[src/shared/trip_division_map.vh]
// constants of the trip division: offsets, fields, reset values, codes
`ifndef TRIP_DIVISION_MAP_VH
`define TRIP_DIVISION_MAP_VH

// ************************************************************
// sizes
// ************************************************************
`define NCH            4
`define NVAR           8
`define MSL_VAR        3
`define IN_W           47
`define ADDR_W         8

// ************************************************************
// register byte offsets
// ************************************************************
`define OFF_CTRL       8'h00
`define OFF_STATUS     8'h04
`define OFF_VAR_TRIP   8'h08
`define OFF_FIRST_OUT  8'h0C

// ************************************************************
// control fields and reset values
// ************************************************************
`define CTRL_MODE_LO   0
`define CTRL_MODE_HI   1
`define CTRL_TEST      4
`define CTRL_MODE_RST  2'h3
`define CTRL_TEST_RST  1'h0

// ************************************************************
// status fields
// ************************************************************
`define ST_SEALED      0
`define ST_TDU_TRIP    1
`define ST_TDU_BYP     2
`define ST_MANUAL      3
`define ST_CH_BYP_LO   4
`define ST_CH_BYP_HI   7
`define ST_MSL_BYP     8
`define ST_PERMIT      9
`define ST_NM_TRIP     10

// ************************************************************
// operating modes and armed-variable masks
// ************************************************************
`define MODE_SHUTDOWN  2'h0
`define MODE_REFUEL    2'h1
`define MODE_STARTUP   2'h2
`define MODE_RUN       2'h3
`define MASK_NOT_RUN   8'hF7
`define MASK_RUN       8'hFF

// ************************************************************
// bus responses
// ************************************************************
`define RESP_OKAY      2'h0
`define RESP_SLVERR    2'h2

`endif

[src/hw/bypass_unit.v]
// bypass unit: keylock bypass interlocks for one division
`timescale 1ns/1ps
`include "trip_division_map.vh"

module bypass_unit
(
  input  wire             aclk,
  input  wire             aresetn,
  input  wire [3:0]       key_sensor_byp,
  input  wire             key_msl_byp,
  input  wire             msl_byp_permit,
  input  wire             key_tdu_byp,
  output reg  [3:0]       chan_byp,
  output reg  [3:0]       msl_byp,
  output reg              tdu_byp
);

  reg [2:0] key_count;
  integer   i;

  // count keyed channels; more than one key is refused so two channels never drop out
  always @*
  begin
    key_count = 3'h0;
    for (i = 0; i < `NCH; i = i + 1)
      key_count = key_count + {2'h0, key_sensor_byp[i]};
  end

  // bypasses are active high and start only from their own keylock [RULE2] [RULE5]
  always @(posedge aclk)
  begin
    if (!aresetn)
    begin
      chan_byp <= 4'h0;
      msl_byp  <= 4'h0;
      tdu_byp  <= 1'h0;
    end
    else
    begin
      chan_byp <= (key_count == 3'h1) ? key_sensor_byp : 4'h0; // [RULE6]
      msl_byp  <= {4{key_msl_byp & msl_byp_permit}};           // [RULE6]
      tdu_byp  <= key_tdu_byp;                                  // [RULE7]
    end
  end

endmodule // bypass_unit

[src/hw/trip_division.v]
// trip division top: input sync, voting decision unit, manual path, bus slave
// Operation
// [RULE1] any lost power or input drives the division to its tripped state
// [RULE2] trip signals are active low; bypass and permissive signals active high
// [RULE3] each variable trips on two of four channels; one failure neither blocks nor trips
// [RULE4] each channel comparator sends one trip bit per variable to every division
// [RULE5] three bypasses, each started only by its own keylock switch
// [RULE6] bypass unit gives per-channel sensor and steam line bypass to decision unit
// [RULE7] decision unit bypass goes to the output unit, not the decision unit
// [RULE8] automatic trip comes from mode, channel trips, division trips and bypasses
// [RULE9] decision unit takes four channels, neutron monitor divisions and own switches
// [RULE10] output unit trips, seals in, resets, tests and drives own actuators
// [RULE11] the reset permissive arrives from scram logic circuit equipment
// [RULE12] manual scram path shares no logic with the automatic path
// [RULE13] sealed trip holds until manual reset while reset permissive is high
// [RULE14] active decision unit bypass stops that unit from tripping the division
`timescale 1ns/1ps
`include "trip_division_map.vh"

module trip_division
(
  input  wire                  aclk,
  input  wire                  aresetn,
  input  wire [`ADDR_W-1:0]    awaddr,
  input  wire                  awvalid,
  output reg                   awready,
  input  wire [31:0]           wdata,
  input  wire [3:0]            wstrb,
  input  wire                  wvalid,
  output reg                   wready,
  output reg  [1:0]            bresp,
  output reg                   bvalid,
  input  wire                  bready,
  input  wire [`ADDR_W-1:0]    araddr,
  input  wire                  arvalid,
  output reg                   arready,
  output reg  [31:0]           rdata,
  output reg  [1:0]            rresp,
  output reg                   rvalid,
  input  wire                  rready,
  input  wire [31:0]           ch_trip_n,
  input  wire [3:0]            nm_trip_n,
  input  wire [3:0]            key_sensor_byp,
  input  wire                  key_msl_byp,
  input  wire                  msl_byp_permit,
  input  wire                  key_tdu_byp,
  input  wire                  test_trip_n,
  input  wire                  man_reset,
  input  wire                  reset_permit,
  input  wire                  manual_scram_n,
  output wire                  act_trip_n,
  output wire                  dump_trip_n,
  output reg                   manual_scram_out_n
);
  // ************************************************************
  // functions
  // ************************************************************
  // two-out-of-four on the channels left in service
  function vote2;
    input [3:0] trip;
    input [3:0] byp;
    reg   [3:0] a;
    begin
      a     = trip & ~byp;
      vote2 = (a[0] & a[1]) | (a[0] & a[2]) | (a[0] & a[3])
            | (a[1] & a[2]) | (a[1] & a[3]) | (a[2] & a[3]);
    end
  endfunction

  // ************************************************************
  // pin synchronisers
  // ************************************************************
  wire [`IN_W-1:0] pin_raw;
  reg  [`IN_W-1:0] meta_reg;
  reg  [`IN_W-1:0] pin_reg;
  assign pin_raw = {manual_scram_n, reset_permit, man_reset, test_trip_n,
                    key_tdu_byp, msl_byp_permit, key_msl_byp, key_sensor_byp,
                    nm_trip_n, ch_trip_n};
  // reset value zero reads as trip for low inputs and no bypass for high ones
  always @(posedge aclk)
  begin
    if (!aresetn)
    begin
      meta_reg <= {`IN_W{1'h0}};                 // [RULE1]
      pin_reg  <= {`IN_W{1'h0}};
    end
    else
    begin
      meta_reg <= pin_raw;
      pin_reg  <= meta_reg;
    end
  end
  wire [31:0] s_ch_trip_n   = pin_reg[31:0];     // channel-major, one bit per variable [RULE4]
  wire [3:0]  s_nm_trip_n   = pin_reg[35:32];
  wire [3:0]  s_key_sensor  = pin_reg[39:36];
  wire        s_key_msl     = pin_reg[40];
  wire        s_msl_permit  = pin_reg[41];
  wire        s_key_tdu     = pin_reg[42];
  wire        s_test_trip_n = pin_reg[43];
  wire        s_man_reset   = pin_reg[44];
  wire        s_permit      = pin_reg[45];
  wire        s_manual_n    = pin_reg[46];

  // ************************************************************
  // manual scram path
  // ************************************************************
  // kept apart from every automatic signal so one path cannot mask the other
  always @(posedge aclk)
  begin
    if (!aresetn)
      manual_scram_out_n <= 1'h0;
    else
      manual_scram_out_n <= s_manual_n;          // [RULE12]
  end

  // ************************************************************
  // bypass unit
  // ************************************************************
  wire [3:0] chan_byp;
  wire [3:0] msl_byp;
  wire       tdu_byp;
  bypass_unit u_bypass
  (
    .aclk           (aclk),
    .aresetn        (aresetn),
    .key_sensor_byp (s_key_sensor),
    .key_msl_byp    (s_key_msl),
    .msl_byp_permit (s_msl_permit),
    .key_tdu_byp    (s_key_tdu),
    .chan_byp       (chan_byp),
    .msl_byp        (msl_byp),
    .tdu_byp        (tdu_byp)
  );

  // ************************************************************
  // trip decision unit
  // ************************************************************
  reg  [1:0]       mode_reg;
  reg              test_reg;
  wire [`NVAR-1:0] var_vote;
  reg  [`NVAR-1:0] var_trip_reg;
  reg              nm_trip_reg;
  reg              tdu_trip_n_reg;
  // only run mode arms the steam line isolation variable
  wire [`NVAR-1:0] armed = (mode_reg == `MODE_RUN) ? `MASK_RUN : `MASK_NOT_RUN;
  // per-variable vote, steam line variable also drops specially bypassed channels
  genvar v;
  generate
    for (v = 0; v < `NVAR; v = v + 1)
    begin : g_var
      wire [3:0] trip_v = ~{s_ch_trip_n[3*`NVAR+v], s_ch_trip_n[2*`NVAR+v],
                            s_ch_trip_n[`NVAR+v],   s_ch_trip_n[v]};
      wire [3:0] byp_v  = chan_byp | ((v == `MSL_VAR) ? msl_byp : 4'h0); // [RULE6]
      assign var_vote[v] = vote2(trip_v, byp_v);                         // [RULE3]
    end
  endgenerate
  // neutron monitor divisions are voted the same way but never sensor-bypassed
  always @(posedge aclk)
  begin
    if (!aresetn)
    begin
      var_trip_reg   <= {`NVAR{1'h1}};
      nm_trip_reg    <= 1'h1;
      tdu_trip_n_reg <= 1'h0;
    end
    else
    begin
      var_trip_reg   <= var_vote;
      nm_trip_reg    <= vote2(~s_nm_trip_n, 4'h0);                      // [RULE9] [RULE3]
      tdu_trip_n_reg <= ~((|(var_trip_reg & armed)) | nm_trip_reg);     // [RULE8] [RULE2]
    end
  end

  // ************************************************************
  // trip output unit
  // ************************************************************
  wire sealed;
  wire test_n = s_test_trip_n & ~test_reg;      // switch or software trip test
  trip_output_unit u_output
  (
    .aclk         (aclk),
    .aresetn      (aresetn),
    .tdu_trip_n   (tdu_trip_n_reg),
    .tdu_byp      (tdu_byp),                     // [RULE7] [RULE14]
    .test_trip_n  (test_n),
    .man_reset    (s_man_reset),
    .reset_permit (s_permit),
    .sealed       (sealed),
    .act_trip_n   (act_trip_n),
    .dump_trip_n  (dump_trip_n)
  );
  // first-out capture: which variables stood tripped when the seal was set
  reg              sealed_d_reg;
  reg [`NVAR-1:0]  first_reg;
  always @(posedge aclk)
  begin
    if (!aresetn)
    begin
      sealed_d_reg <= 1'h1;
      first_reg    <= {`NVAR{1'h0}};
    end
    else
    begin
      sealed_d_reg <= sealed;
      if (sealed & ~sealed_d_reg)
        first_reg <= var_trip_reg;
    end
  end

  // ************************************************************
  // register read mux
  // ************************************************************
  reg [31:0] rd_data;
  reg        rd_err;
  always @*
  begin
    rd_data = 32'h0;
    rd_err  = 1'h0;
    case (araddr)
      `OFF_CTRL:
      begin
        rd_data[`CTRL_MODE_HI:`CTRL_MODE_LO] = mode_reg;
        rd_data[`CTRL_TEST]                  = test_reg;
      end
      `OFF_STATUS:
      begin
        rd_data[`ST_SEALED]                  = sealed;
        rd_data[`ST_TDU_TRIP]                = ~tdu_trip_n_reg;
        rd_data[`ST_TDU_BYP]                 = tdu_byp;
        rd_data[`ST_MANUAL]                  = ~manual_scram_out_n;
        rd_data[`ST_CH_BYP_HI:`ST_CH_BYP_LO] = chan_byp;
        rd_data[`ST_MSL_BYP]                 = msl_byp[0];
        rd_data[`ST_PERMIT]                  = s_permit;
        rd_data[`ST_NM_TRIP]                 = nm_trip_reg;
      end
      `OFF_VAR_TRIP:  rd_data[`NVAR-1:0] = var_trip_reg;
      `OFF_FIRST_OUT: rd_data[`NVAR-1:0] = first_reg;
      default:        rd_err = 1'h1;
    endcase
  end

  // ************************************************************
  // axi4-lite write channel
  // ************************************************************
  reg               aw_got;
  reg               w_got;
  reg [`ADDR_W-1:0] waddr_q;
  reg [31:0]        wdata_q;
  reg [3:0]         wstrb_q;
  // address and data are taken in either order; response one edge after both
  always @(posedge aclk)
  begin
    if (!aresetn)
    begin
      awready  <= 1'h1;
      wready   <= 1'h1;
      bvalid   <= 1'h0;
      bresp    <= `RESP_OKAY;
      aw_got   <= 1'h0;
      w_got    <= 1'h0;
      waddr_q  <= {`ADDR_W{1'h0}};
      wdata_q  <= 32'h0;
      wstrb_q  <= 4'h0;
      mode_reg <= `CTRL_MODE_RST;
      test_reg <= `CTRL_TEST_RST;
    end
    else
    begin
      if (awvalid & awready)
      begin
        aw_got  <= 1'h1;
        waddr_q <= awaddr;
        awready <= 1'h0;
      end
      if (wvalid & wready)
      begin
        w_got   <= 1'h1;
        wdata_q <= wdata;
        wstrb_q <= wstrb;
        wready  <= 1'h0;
      end
      if (aw_got & w_got & ~bvalid)
      begin
        aw_got <= 1'h0;
        w_got  <= 1'h0;
        bvalid <= 1'h1;
        bresp  <= `RESP_OKAY;
        case (waddr_q)
          `OFF_CTRL:
          begin
            if (wstrb_q[0])
            begin
              mode_reg <= wdata_q[`CTRL_MODE_HI:`CTRL_MODE_LO];
              test_reg <= wdata_q[`CTRL_TEST];
            end
          end
          `OFF_STATUS, `OFF_VAR_TRIP, `OFF_FIRST_OUT: bresp <= `RESP_OKAY;
          default: bresp <= `RESP_SLVERR;
        endcase
      end
      if (bvalid & bready)
      begin
        bvalid  <= 1'h0;
        awready <= 1'h1;
        wready  <= 1'h1;
      end
    end
  end

  // ************************************************************
  // axi4-lite read channel
  // ************************************************************
  // data sampled at the address edge, so a read is a snapshot of one cycle
  always @(posedge aclk)
  begin
    if (!aresetn)
    begin
      arready <= 1'h1;
      rvalid  <= 1'h0;
      rdata   <= 32'h0;
      rresp   <= `RESP_OKAY;
    end
    else
    begin
      if (arvalid & arready)
      begin
        arready <= 1'h0;
        rvalid  <= 1'h1;
        rdata   <= rd_data;
        rresp   <= rd_err ? `RESP_SLVERR : `RESP_OKAY;
      end
      else if (rvalid & rready)
      begin
        rvalid  <= 1'h0;
        arready <= 1'h1;
      end
    end
  end
endmodule // trip_division

[src/hw/trip_output_unit.v]
// trip output unit: division trip, seal-in, reset and trip test
`timescale 1ns/1ps
`include "trip_division_map.vh"

module trip_output_unit
(
  input  wire             aclk,
  input  wire             aresetn,
  input  wire             tdu_trip_n,
  input  wire             tdu_byp,
  input  wire             test_trip_n,
  input  wire             man_reset,
  input  wire             reset_permit,
  output reg              sealed,
  output reg              act_trip_n,
  output reg              dump_trip_n
);

  reg trip_req;
  reg sealed_next;

  // bypassed decision unit cannot trip; test trip always can [RULE14] [RULE10]
  always @*
  begin
    trip_req    = (~tdu_trip_n & ~tdu_byp) | ~test_trip_n;
    sealed_next = sealed;
    if (trip_req)
      sealed_next = 1'h1;                      // set wins over reset [RULE10]
    else if (man_reset & reset_permit)
      sealed_next = 1'h0;                      // [RULE13] [RULE11]
  end

  // power-up comes out sealed, so the actuators stay tripped until reset [RULE1]
  always @(posedge aclk)
  begin
    if (!aresetn)
    begin
      sealed      <= 1'h1;
      act_trip_n  <= 1'h0;
      dump_trip_n <= 1'h0;
    end
    else
    begin
      sealed      <= sealed_next;
      act_trip_n  <= ~sealed_next;             // active low to actuators [RULE2]
      dump_trip_n <= ~sealed_next;
    end
  end

endmodule // trip_output_unit

[config.mk]
export PLATFORM = sky130hd
export DESIGN_NAME = trip_division
export DESIGN_NICKNAME = d
export VERILOG_FILES = /design/src/hw/bypass_unit.v /design/src/hw/trip_division.v /design/src/hw/trip_output_unit.v
export VERILOG_INCLUDE_DIRS = /design/src /design/src/shared
export SDC_FILE = /design/constraint.sdc
export NUM_CORES = 1
export LEC_CHECK = 0
export ABC_AREA = 1
export BUFFER_PORTS_ARGS = -buffer_cell sky130_fd_sc_hd__clkbuf_2
export CORE_MARGIN = 4
export CORE_UTILIZATION = 52
export DETAILED_ROUTE_END_ITERATION = 7
export PLACE_DENSITY = 0.79
export SETUP_SLACK_MARGIN = 0.1
export SLEW_MARGIN = 20
export SYNTH_ARGS = -nofsm -noshare
export SYNTH_HDL_FRONTEND = slang
export SYNTH_SLANG_ARGS = --single-unit
[constraint.sdc]
create_clock -name aclk -period 2.1 [get_ports aclk]
set_clock_uncertainty 0.15 [all_clocks]
set_input_delay 0.105 -clock aclk [delete_from_list [all_inputs] [get_ports aclk]]
set_output_delay 0.105 -clock aclk [all_outputs]
set_load 0.005 [all_outputs]
After elaboration in Yosys (flattened, before gate mapping):

Index checks and enable logic that the tools add are counted.
Widths: inputs -> output; s select.

* register bits: 161
* bits of input ports: 106
* output and inout port bits: 44
* logic and storage cells: 207

* add/subtract/negate cells: 3
* equal/unequal tests: 8
* multiplexer cells: 14
* bitwise logic cells: 144
* reduce and logical (&&, ||, !) cells: 10

Operators with widths (count)
* $and 1x1->1: 66
* $or 1x1->1: 47
* $not 4->4: 11
* $and 4x4->4: 8
* $eq 8x4->1 const B: 4
* $eq 8x3->1 const B: 2
* $logic_not 8->1: 2
* $not 1->1: 10
* $pmux 3 s3: 1
* $and 8x8->8: 1
* $pmux 2 s4: 1
* $reduce_or 4->1: 2
* $reduce_or 8->1: 1
* $add 3x1->3: 2
* $mux 1: 6
* $pmux 2 s3: 1
* $mux 2: 2
* $mux 4: 1
* $or 4x4->4: 1
* $pmux 1 s4: 1
* $reduce_or 2->1: 2
* $eq 3x1->1 const B: 1
* $mux 3: 1
* $reduce_and 3->1: 1
* other kinds (4): 4

Logic depth before layout (Yosys ltp):

Gate-level depths: netlist of run 1.

* depth in word-level cells: 9
* mapped depth: 8
* mapped depth without buffers: 8

Hierarchy:

From an unflattened synthesis of run 1, not the netlist that was laid out.

* cell total of the unflattened synthesis: 710
* area, all modules: 5664.2 um^2

Modules (own cells, without submodules)
* trip_division: instances 1, cells an instance 666, area an instance 5300.1 um^2, sequential area each 2982.9 um^2
* bypass_unit: instances 1, cells an instance 29, area an instance 260.2 um^2, sequential area each 120.1 um^2
* trip_output_unit: instances 1, cells an instance 15, area an instance 103.8 um^2, sequential area each 40.0 um^2

Worst setup path after synthesis of run 1:

No wires, ideal clock.

* kind: reg2reg
* from: reg pin_reg[36]
* to: reg u_bypass.chan_byp[0]
* setup time: 65 ps
* data arrival time: 1551 ps
* required time: 1885 ps
* slack: 335 ps
* cell stages (with the launch flop): 9
* buffers on the path: 0
* period minus slack after synthesis: 1765 ps
* path through: dfxtp_1 ha_1 inv_1 fa_1 inv_1 ha_1 nor3_1 nand2_1 nor2_1

* longest elaborated chain between the ends: 5

Ends and longest elaborated chain
* start, declared: RTL line trip_division.v:75 `` reg [`IN_W-1:0] pin_reg; ``
* start signal, assigned: RTL line trip_division.v:85 `` pin_reg <= {`IN_W{1'h0}}; ``
* start signal, assigned: RTL line trip_division.v:90 `pin_reg <= meta_reg;`
* $add 1x1->2: RTL line bypass_unit.v:26 `key_count = key_count + {2'h0, key_sensor_byp[i]};`
* $add 3x1->3 (2 in series): RTL line bypass_unit.v:26
* $eq 3x1->1: RTL line bypass_unit.v:40 `chan_byp <= (key_count == 3'h1) ? key_sensor_byp : 4'h0;`
* $reduce_and 2->1 (no line)
* end signal, assigned: RTL line bypass_unit.v:40
* end, declared: RTL line bypass_unit.v:13 `output reg [3:0] chan_byp,`

Parallel ways exist; a longest one is shown, timed or not.
A chain may end at the register's enable or synchronous reset.

Worst setup path after layout of run 1:

Same ends and word-level chain as after synthesis.

==> results_dict.tcl, run 1 <==
set metrics [dict create \
    htree_levels 4 \
    cts_root_buffer "clkbuf_8" \
    area_growth_pct 36.7 \
    finalSetupViolations 0 \
    antenna_found_initial 0 \
    postCtsSetupBuffers 0 \
    portBuffers 94 \
    postPlaceCellArea_um2 6010 \
    cts_inserted_buffers 17 \
    yosys_warnings 0 \
    cts_sinks 157 \
    fmax_mhz 533 \
    required_ns 2.40 \
    period_needed_ns 1.88 \
    crit_type "register to register" \
    cp_max_fo 4 \
    ys_top_cells_by_count "dfxtp_1 (157), nand2_1 (154), inv_1 (118), nor2_1 (81), nand3_1 (43)" \
    cellPowerDensity_nw_per_um2 874 \
    drc_errors 0 \
    die_h_um 112 \
    synthFlopType "dfxtp_1" \
    ant_nets 0 \
    wl_per_cell_um 12.0 \
    via_per_inst 4.62 \
    timing.hold.ws_ns 0.0751 \
    switchingPower_uw 1490 \
    core-area_um2 10400 \
    insertion_delay_ns 0.51 \
    path_cells "ha_1, inv_1, fa_1, inv_1, ha_1, nor3_2, nand2_2, nor2_1" \
    io_pins 150 \
    grt_pass1_vias 4767 \
    synth_seq_area_share 0.564 \
    outcome "finished, final reports clean" \
    ys_ff_latch 157 \
    yosys.area.top_type "dfxtp_1" \
    synth-edff-count 0 \
    dp_hpwl_um 7440 \
    wl_um 12500 \
    yosysTopAreaCellShare 0.564 \
    rsz0062_at_grt "false" \
    p_int_uw 5170 \
    ir_drop_v 0.000538 \
    stdcell_area_um2 7620 \
    ys_async_sr_fraction 0 \
    min_path_type "input pin to register" \
    gp_congestion 0.848 \
    grt_use_total 0.203 \
    die_area_um2 12400 \
    layout.nets 998 \
    grt_pass1_wl_um 20900 \
    start_util 0.538 \
    synthDistinctLibCells 29 \
    worstPathArrival_ns 2.18 \
    cts_buffer_depth 2 \
    finalCritPeriodShare 0.894 \
    dr.pass1.iters 5 \
    placementRows 37 \
    crit_path_max_incr_delay_ns 0.36 \
    cp-end-kind "register" \
    drtIter0Drc 256 \
    slowest_stage "fa_1" \
    synth_area_um2 5580 \
    clkTransAtPathRegs_ns 0.06 \
    final_hold_viol_count 0 \
    finalMaxSlewViolations 0 \
    swShare 0.223 \
    gr-total-overflow 0 \
    cts_tree "yes" \
    grt_max_degree 80 \
    combinationalPowerShare 0.081 \
    p_leak_uw 0.00405 \
    dr_total_vias 4787 \
    maxCapViolCount 0 \
    setup.worst_path.start_class "register" \
    die_w_um 112 \
    p_seq_frac 0.474 \
    syn_avg_cell_area_um2 7.99 \
    fin_tns_setup_ns 0 \
    syn_inst 698 \
    synth_most_common_cell "dfxtp_1" \
    drive_above_1_share 0.159 \
    synth.area.top_cells "dfxtp_1 (56%), nand2_1 (10%), inv_1 (7.9%), nor2_1 (5.5%), nand3_1 (3.9%)" \
    antenna_cells 0 \
    pwr-share-clk 0.446 \
]
-- cells by family after synthesis --
| kind of cell | share of synthesized area |
|---|---|
| fa+ha+maj | 0.00808 |
| flops | 0.564 |
| buf+inv | 0.143 |
| simple gates | 0.220 |
| compound gates | 0.0644 |
| other cells | 0.000673 |
-- layout make-up --
class / instances / area [um2]
fillers: 730 / 2750
repair buffers: 199 / 1530
well taps: 136 / 170
clock inverters: 10 / 128
multi-input cells: 390 / 1730
flip-flops and latches: 157 / 3140
inverters: 124 / 468
clock buffers: 21 / 459
-- path summary, 6_finish.rpt --
kind | from | end | slack (ns) | cells after the start
worst max-delay path | pin_reg[36]$_SDFF_PN0_ | u_bypass.chan_byp[0]$_SDFF_PN0_ | 0.22 | 8
worst min register to register | meta_reg[37]$_SDFF_PN0_ | pin_reg[37]$_SDFF_PN0_ | 0.26 | 2
worst max register to register | pin_reg[36]$_SDFF_PN0_ | u_bypass.chan_byp[0]$_SDFF_PN0_ | 0.22 | 8
worst min-delay path | araddr[3] | rdata[6]$_SDFFE_PN0P_ | 0.08 | 7
-- power by group through the flow --
stage          Combinational (uW)  Clock [uW]  Sequential, uW
3_3_place_gp                  346           0            3210
6_report                      539        2970            3150
3_5_place_dp                  365           0            3220
4_1_cts                       520        3020            3150
2_1_floorplan                 279           0            3200
5_1_grt                       604        3140            3170
-- per-layer routing --
layer  part of all wire  up-vias  GRT usage
met5                  0        -          0
met1               0.41     2175      0.228
li1                   -     2446          -
met2               0.53      148      0.379
met3              0.049       18     0.0473
met4              0.014        0     0.0657
-- cells in the final DEF (no fill, tap or decap) --
cell / instances
clkinv_4: 2
a21oi_1: 26
clkbuf_16: 16
nand3b_1: 1
nand4_1: 3
dfxtp_1: 157
nand2_1: 153
fa_1: 1
nor3_2: 2
inv_1: 118
clkbuf_8: 4
dlygate4sd3_1: 102
bufinv_16: 2
a31oi_1: 2
a21boi_1: 1
nor2_1: 81
conb_1: 23
nand2_2: 4
a21oi_2: 1
buf_12: 1
clkinvlp_4: 2
nand3_1: 43
nor3_1: 6
inv_6: 4
o21ai_1: 15
ha_1: 2
clkbuf_2: 93
nor2_4: 3
inv_2: 5
nor4_1: 1
buf_4: 3
clkbuf_1: 1
o211ai_1: 2
o21ai_0: 12
inv_4: 1
o22ai_1: 8
-- critical path, delay by kind of cell, from the launching register on --
kind | cells | cell delay, ns
fa+ha+maj | 3 | 0.87
simple gates | 3 | 0.36
flops | 1 | 0.32
buf+inv | 2 | 0.11
-- repair_timing --
action / CTS / global route
hold buffers: 102 / 0
setup endpoints to repair: 0 / 10
gates resized for setup: 0 / 3
hold endpoints to repair: 88 / 0
-- stage by stage --
stage | cells | utilization | setup slack [ns] | total power, uW
after global placement | 904 | 0.579 | 0.284 | 3560
after CTS | 1037 | 0.734 | 0.160 | 6690
final | 1037 | 0.735 | 0.222 | 6660
after global routing | 1037 | 0.735 | 0.0843 | 6910
after floorplan | 720 | - | 0.335 | 3480
after detailed placement | 904 | 0.579 | 0.180 | 3580
(Power assumes the default switching activity.)
==> inputs of run 2 (changes only) <==
--- a/config.mk
+++ b/config.mk
@@ -11,7 +11,7 @@
 export CORE_MARGIN = 4
 export CORE_UTILIZATION = 52
 export DETAILED_ROUTE_END_ITERATION = 7
-export PLACE_DENSITY = 0.79
+export PLACE_DENSITY_LB_ADDON = 0.12
 export SETUP_SLACK_MARGIN = 0.1
 export SLEW_MARGIN = 20
 export SYNTH_ARGS = -nofsm -noshare
==> run 2 against run 1 <==
Sequential power hardly changed. Worst hold slack worse by 0.017 ns. Register-to-register slack better by 0.03 ns. First-iteration DRC count is 5.5% lower. Setup slack worse by 0.022 ns. Die area stayed put. Cell count is 1.4% lower. Combinational power is 5.4% lower. Global-route usage is 0.66 points lower. Critical path type is now input pin to register. Critical endpoint is now wready$_SDFFE_PP1P_.
==> results_dict.tcl, run 2 (same netlist as run 1, synthesis figures left out) <==
set metrics [dict create \
    outcome "finished, final reports clean" \
    cts_tree "yes" \
    min_path_type "input pin to register" \
    insertion_delay_ns 0.52 \
    portBuffers 94 \
    fmax_mhz 526 \
    worstPathArrival_ns 2.15 \
    via_per_inst 4.49 \
    finalSetupViolations 0 \
    layout_common_cells "dfxtp_1 (157), nand2_1 (153), inv_1 (118)" \
    stdcell_area_um2 7520 \
    grt_pass1_wl_um 19900 \
    ir_drop_v 0.000563 \
    start_util 0.538 \
    timing.hold.ws_ns 0.0586 \
    antenna_cells 0 \
    cts_root_buffer "clkbuf_8" \
    required_ns 2.35 \
    finalCritPeriodShare 0.905 \
    layout.nets 983 \
    grt_use_total 0.197 \
    final_hold_viol_count 0 \
    p_leak_uw 0.00403 \
    dr_total_vias 4596 \
    postPlaceCellArea_um2 6000 \
    finalMaxSlewViolations 0 \
    cellPowerDensity_nw_per_um2 910 \
    drive_above_1_share 0.161 \
    drc_errors 0 \
    die_area_um2 12400 \
    cp-end-kind "register" \
    htree_levels 4 \
    dp.cells 903 \
    core-area_um2 10400 \
    cp_max_fo 37 \
    io_pins 150 \
    gr-total-overflow 0 \
    maxCapViolCount 0 \
    postCtsSetupBuffers 0 \
    wl_um 11700 \
    die_h_um 112 \
    pre_cts_slack_ns 0.223 \
    dp_hpwl_um 7300 \
    ant_nets 0 \
    cts_buffer_depth 2 \
    drtIter0Drc 242 \
    final_common_cell "dfxtp_1" \
    post_layout_nonfiller_instances 1023 \
    fin_tns_setup_ns 0 \
    gp_congestion 0.819 \
    clkTransAtPathRegs_ns 0.06 \
    dr.pass1.iters 4 \
    setup.worst_path.start_class "input pin" \
    area_growth_pct 34.9 \
    die_w_um 112 \
    crit_type "input pin to register" \
    placementRows 37 \
    wl_per_cell_um 11.4 \
    grt_max_degree 94 \
    rsz0062_at_grt "false" \
    grt_pass1_vias 4540 \
    cts_sinks 157 \
    antenna_found_initial 0 \
    worst_slack_ns 0.200 \
    period_needed_ns 1.90 \
    cts_inserted_buffers 17 \
]
-- run 2: stage by stage --
stage	util	power [uW]
5_1_grt	0.725	7150
4_1_cts	0.724	6910
6_report	0.725	6840
3_3_place_gp	0.578	3560
2_1_floorplan	-	3480
3_5_place_dp	0.578	3580
-- run 2: area by class of cell --
| class | instances | area [um2] |
|---|---|---|
| clock buffers | 20 | 445 |
| clock inverters | 12 | 184 |
| fillers | 779 | 2850 |
| inverters | 124 | 468 |
| multi-input cells | 390 | 1730 |
| flip-flops and latches | 157 | 3140 |
| well taps | 136 | 170 |
| repair buffers | 184 | 1390 |
-- run 2: worst max-delay path, cell delays in order --
cell and delay [ns]:
dlygate4sd3_1 0.54, buf_6 0.27, inv_2 0.26, a21oi_1 0.29
nand2_1 0.09, dlygate4sd3_1 0.57
-- run 2: final timing paths --
kind              slack, ns                               to                    start  depth (start not counted)
hold reg to reg        0.26           pin_reg[39]$_SDFF_PN0_  meta_reg[39]$_SDFF_PN0_                          2
setup reg to reg       0.25  u_bypass.chan_byp[0]$_SDFF_PN0_   pin_reg[36]$_SDFF_PN0_                          8
hold / removal         0.06            rdata[6]$_SDFFE_PN0P_                araddr[3]                          7
setup / recovery       0.20              wready$_SDFFE_PP1P_                  aresetn                          6
-- run 2: power breakdown --
part	total, uW	internal, uW	switching [uW]
clock	3180	2010	1170
sequential	3150	3100	50.4
combinational	510	258	252
-- run 2: timing repair --
action / 4_1_cts / 5_1_grt
hold buffers: 88 / 0
endpoints found under the hold margin: 99 / 0
resized for setup: 0 / 4
endpoints found under the setup margin: 0 / 9
-- run 2: per-layer routing --
metal / vias up / track usage / part of all wire
met3: 10 / 0.0625 / 0.051
met5: - / 0 / 0
met2: 116 / 0.347 / 0.52
li1: 2421 / - / -
met1: 2049 / 0.223 / 0.42
met4: 0 / 0.0706 / 0.0087
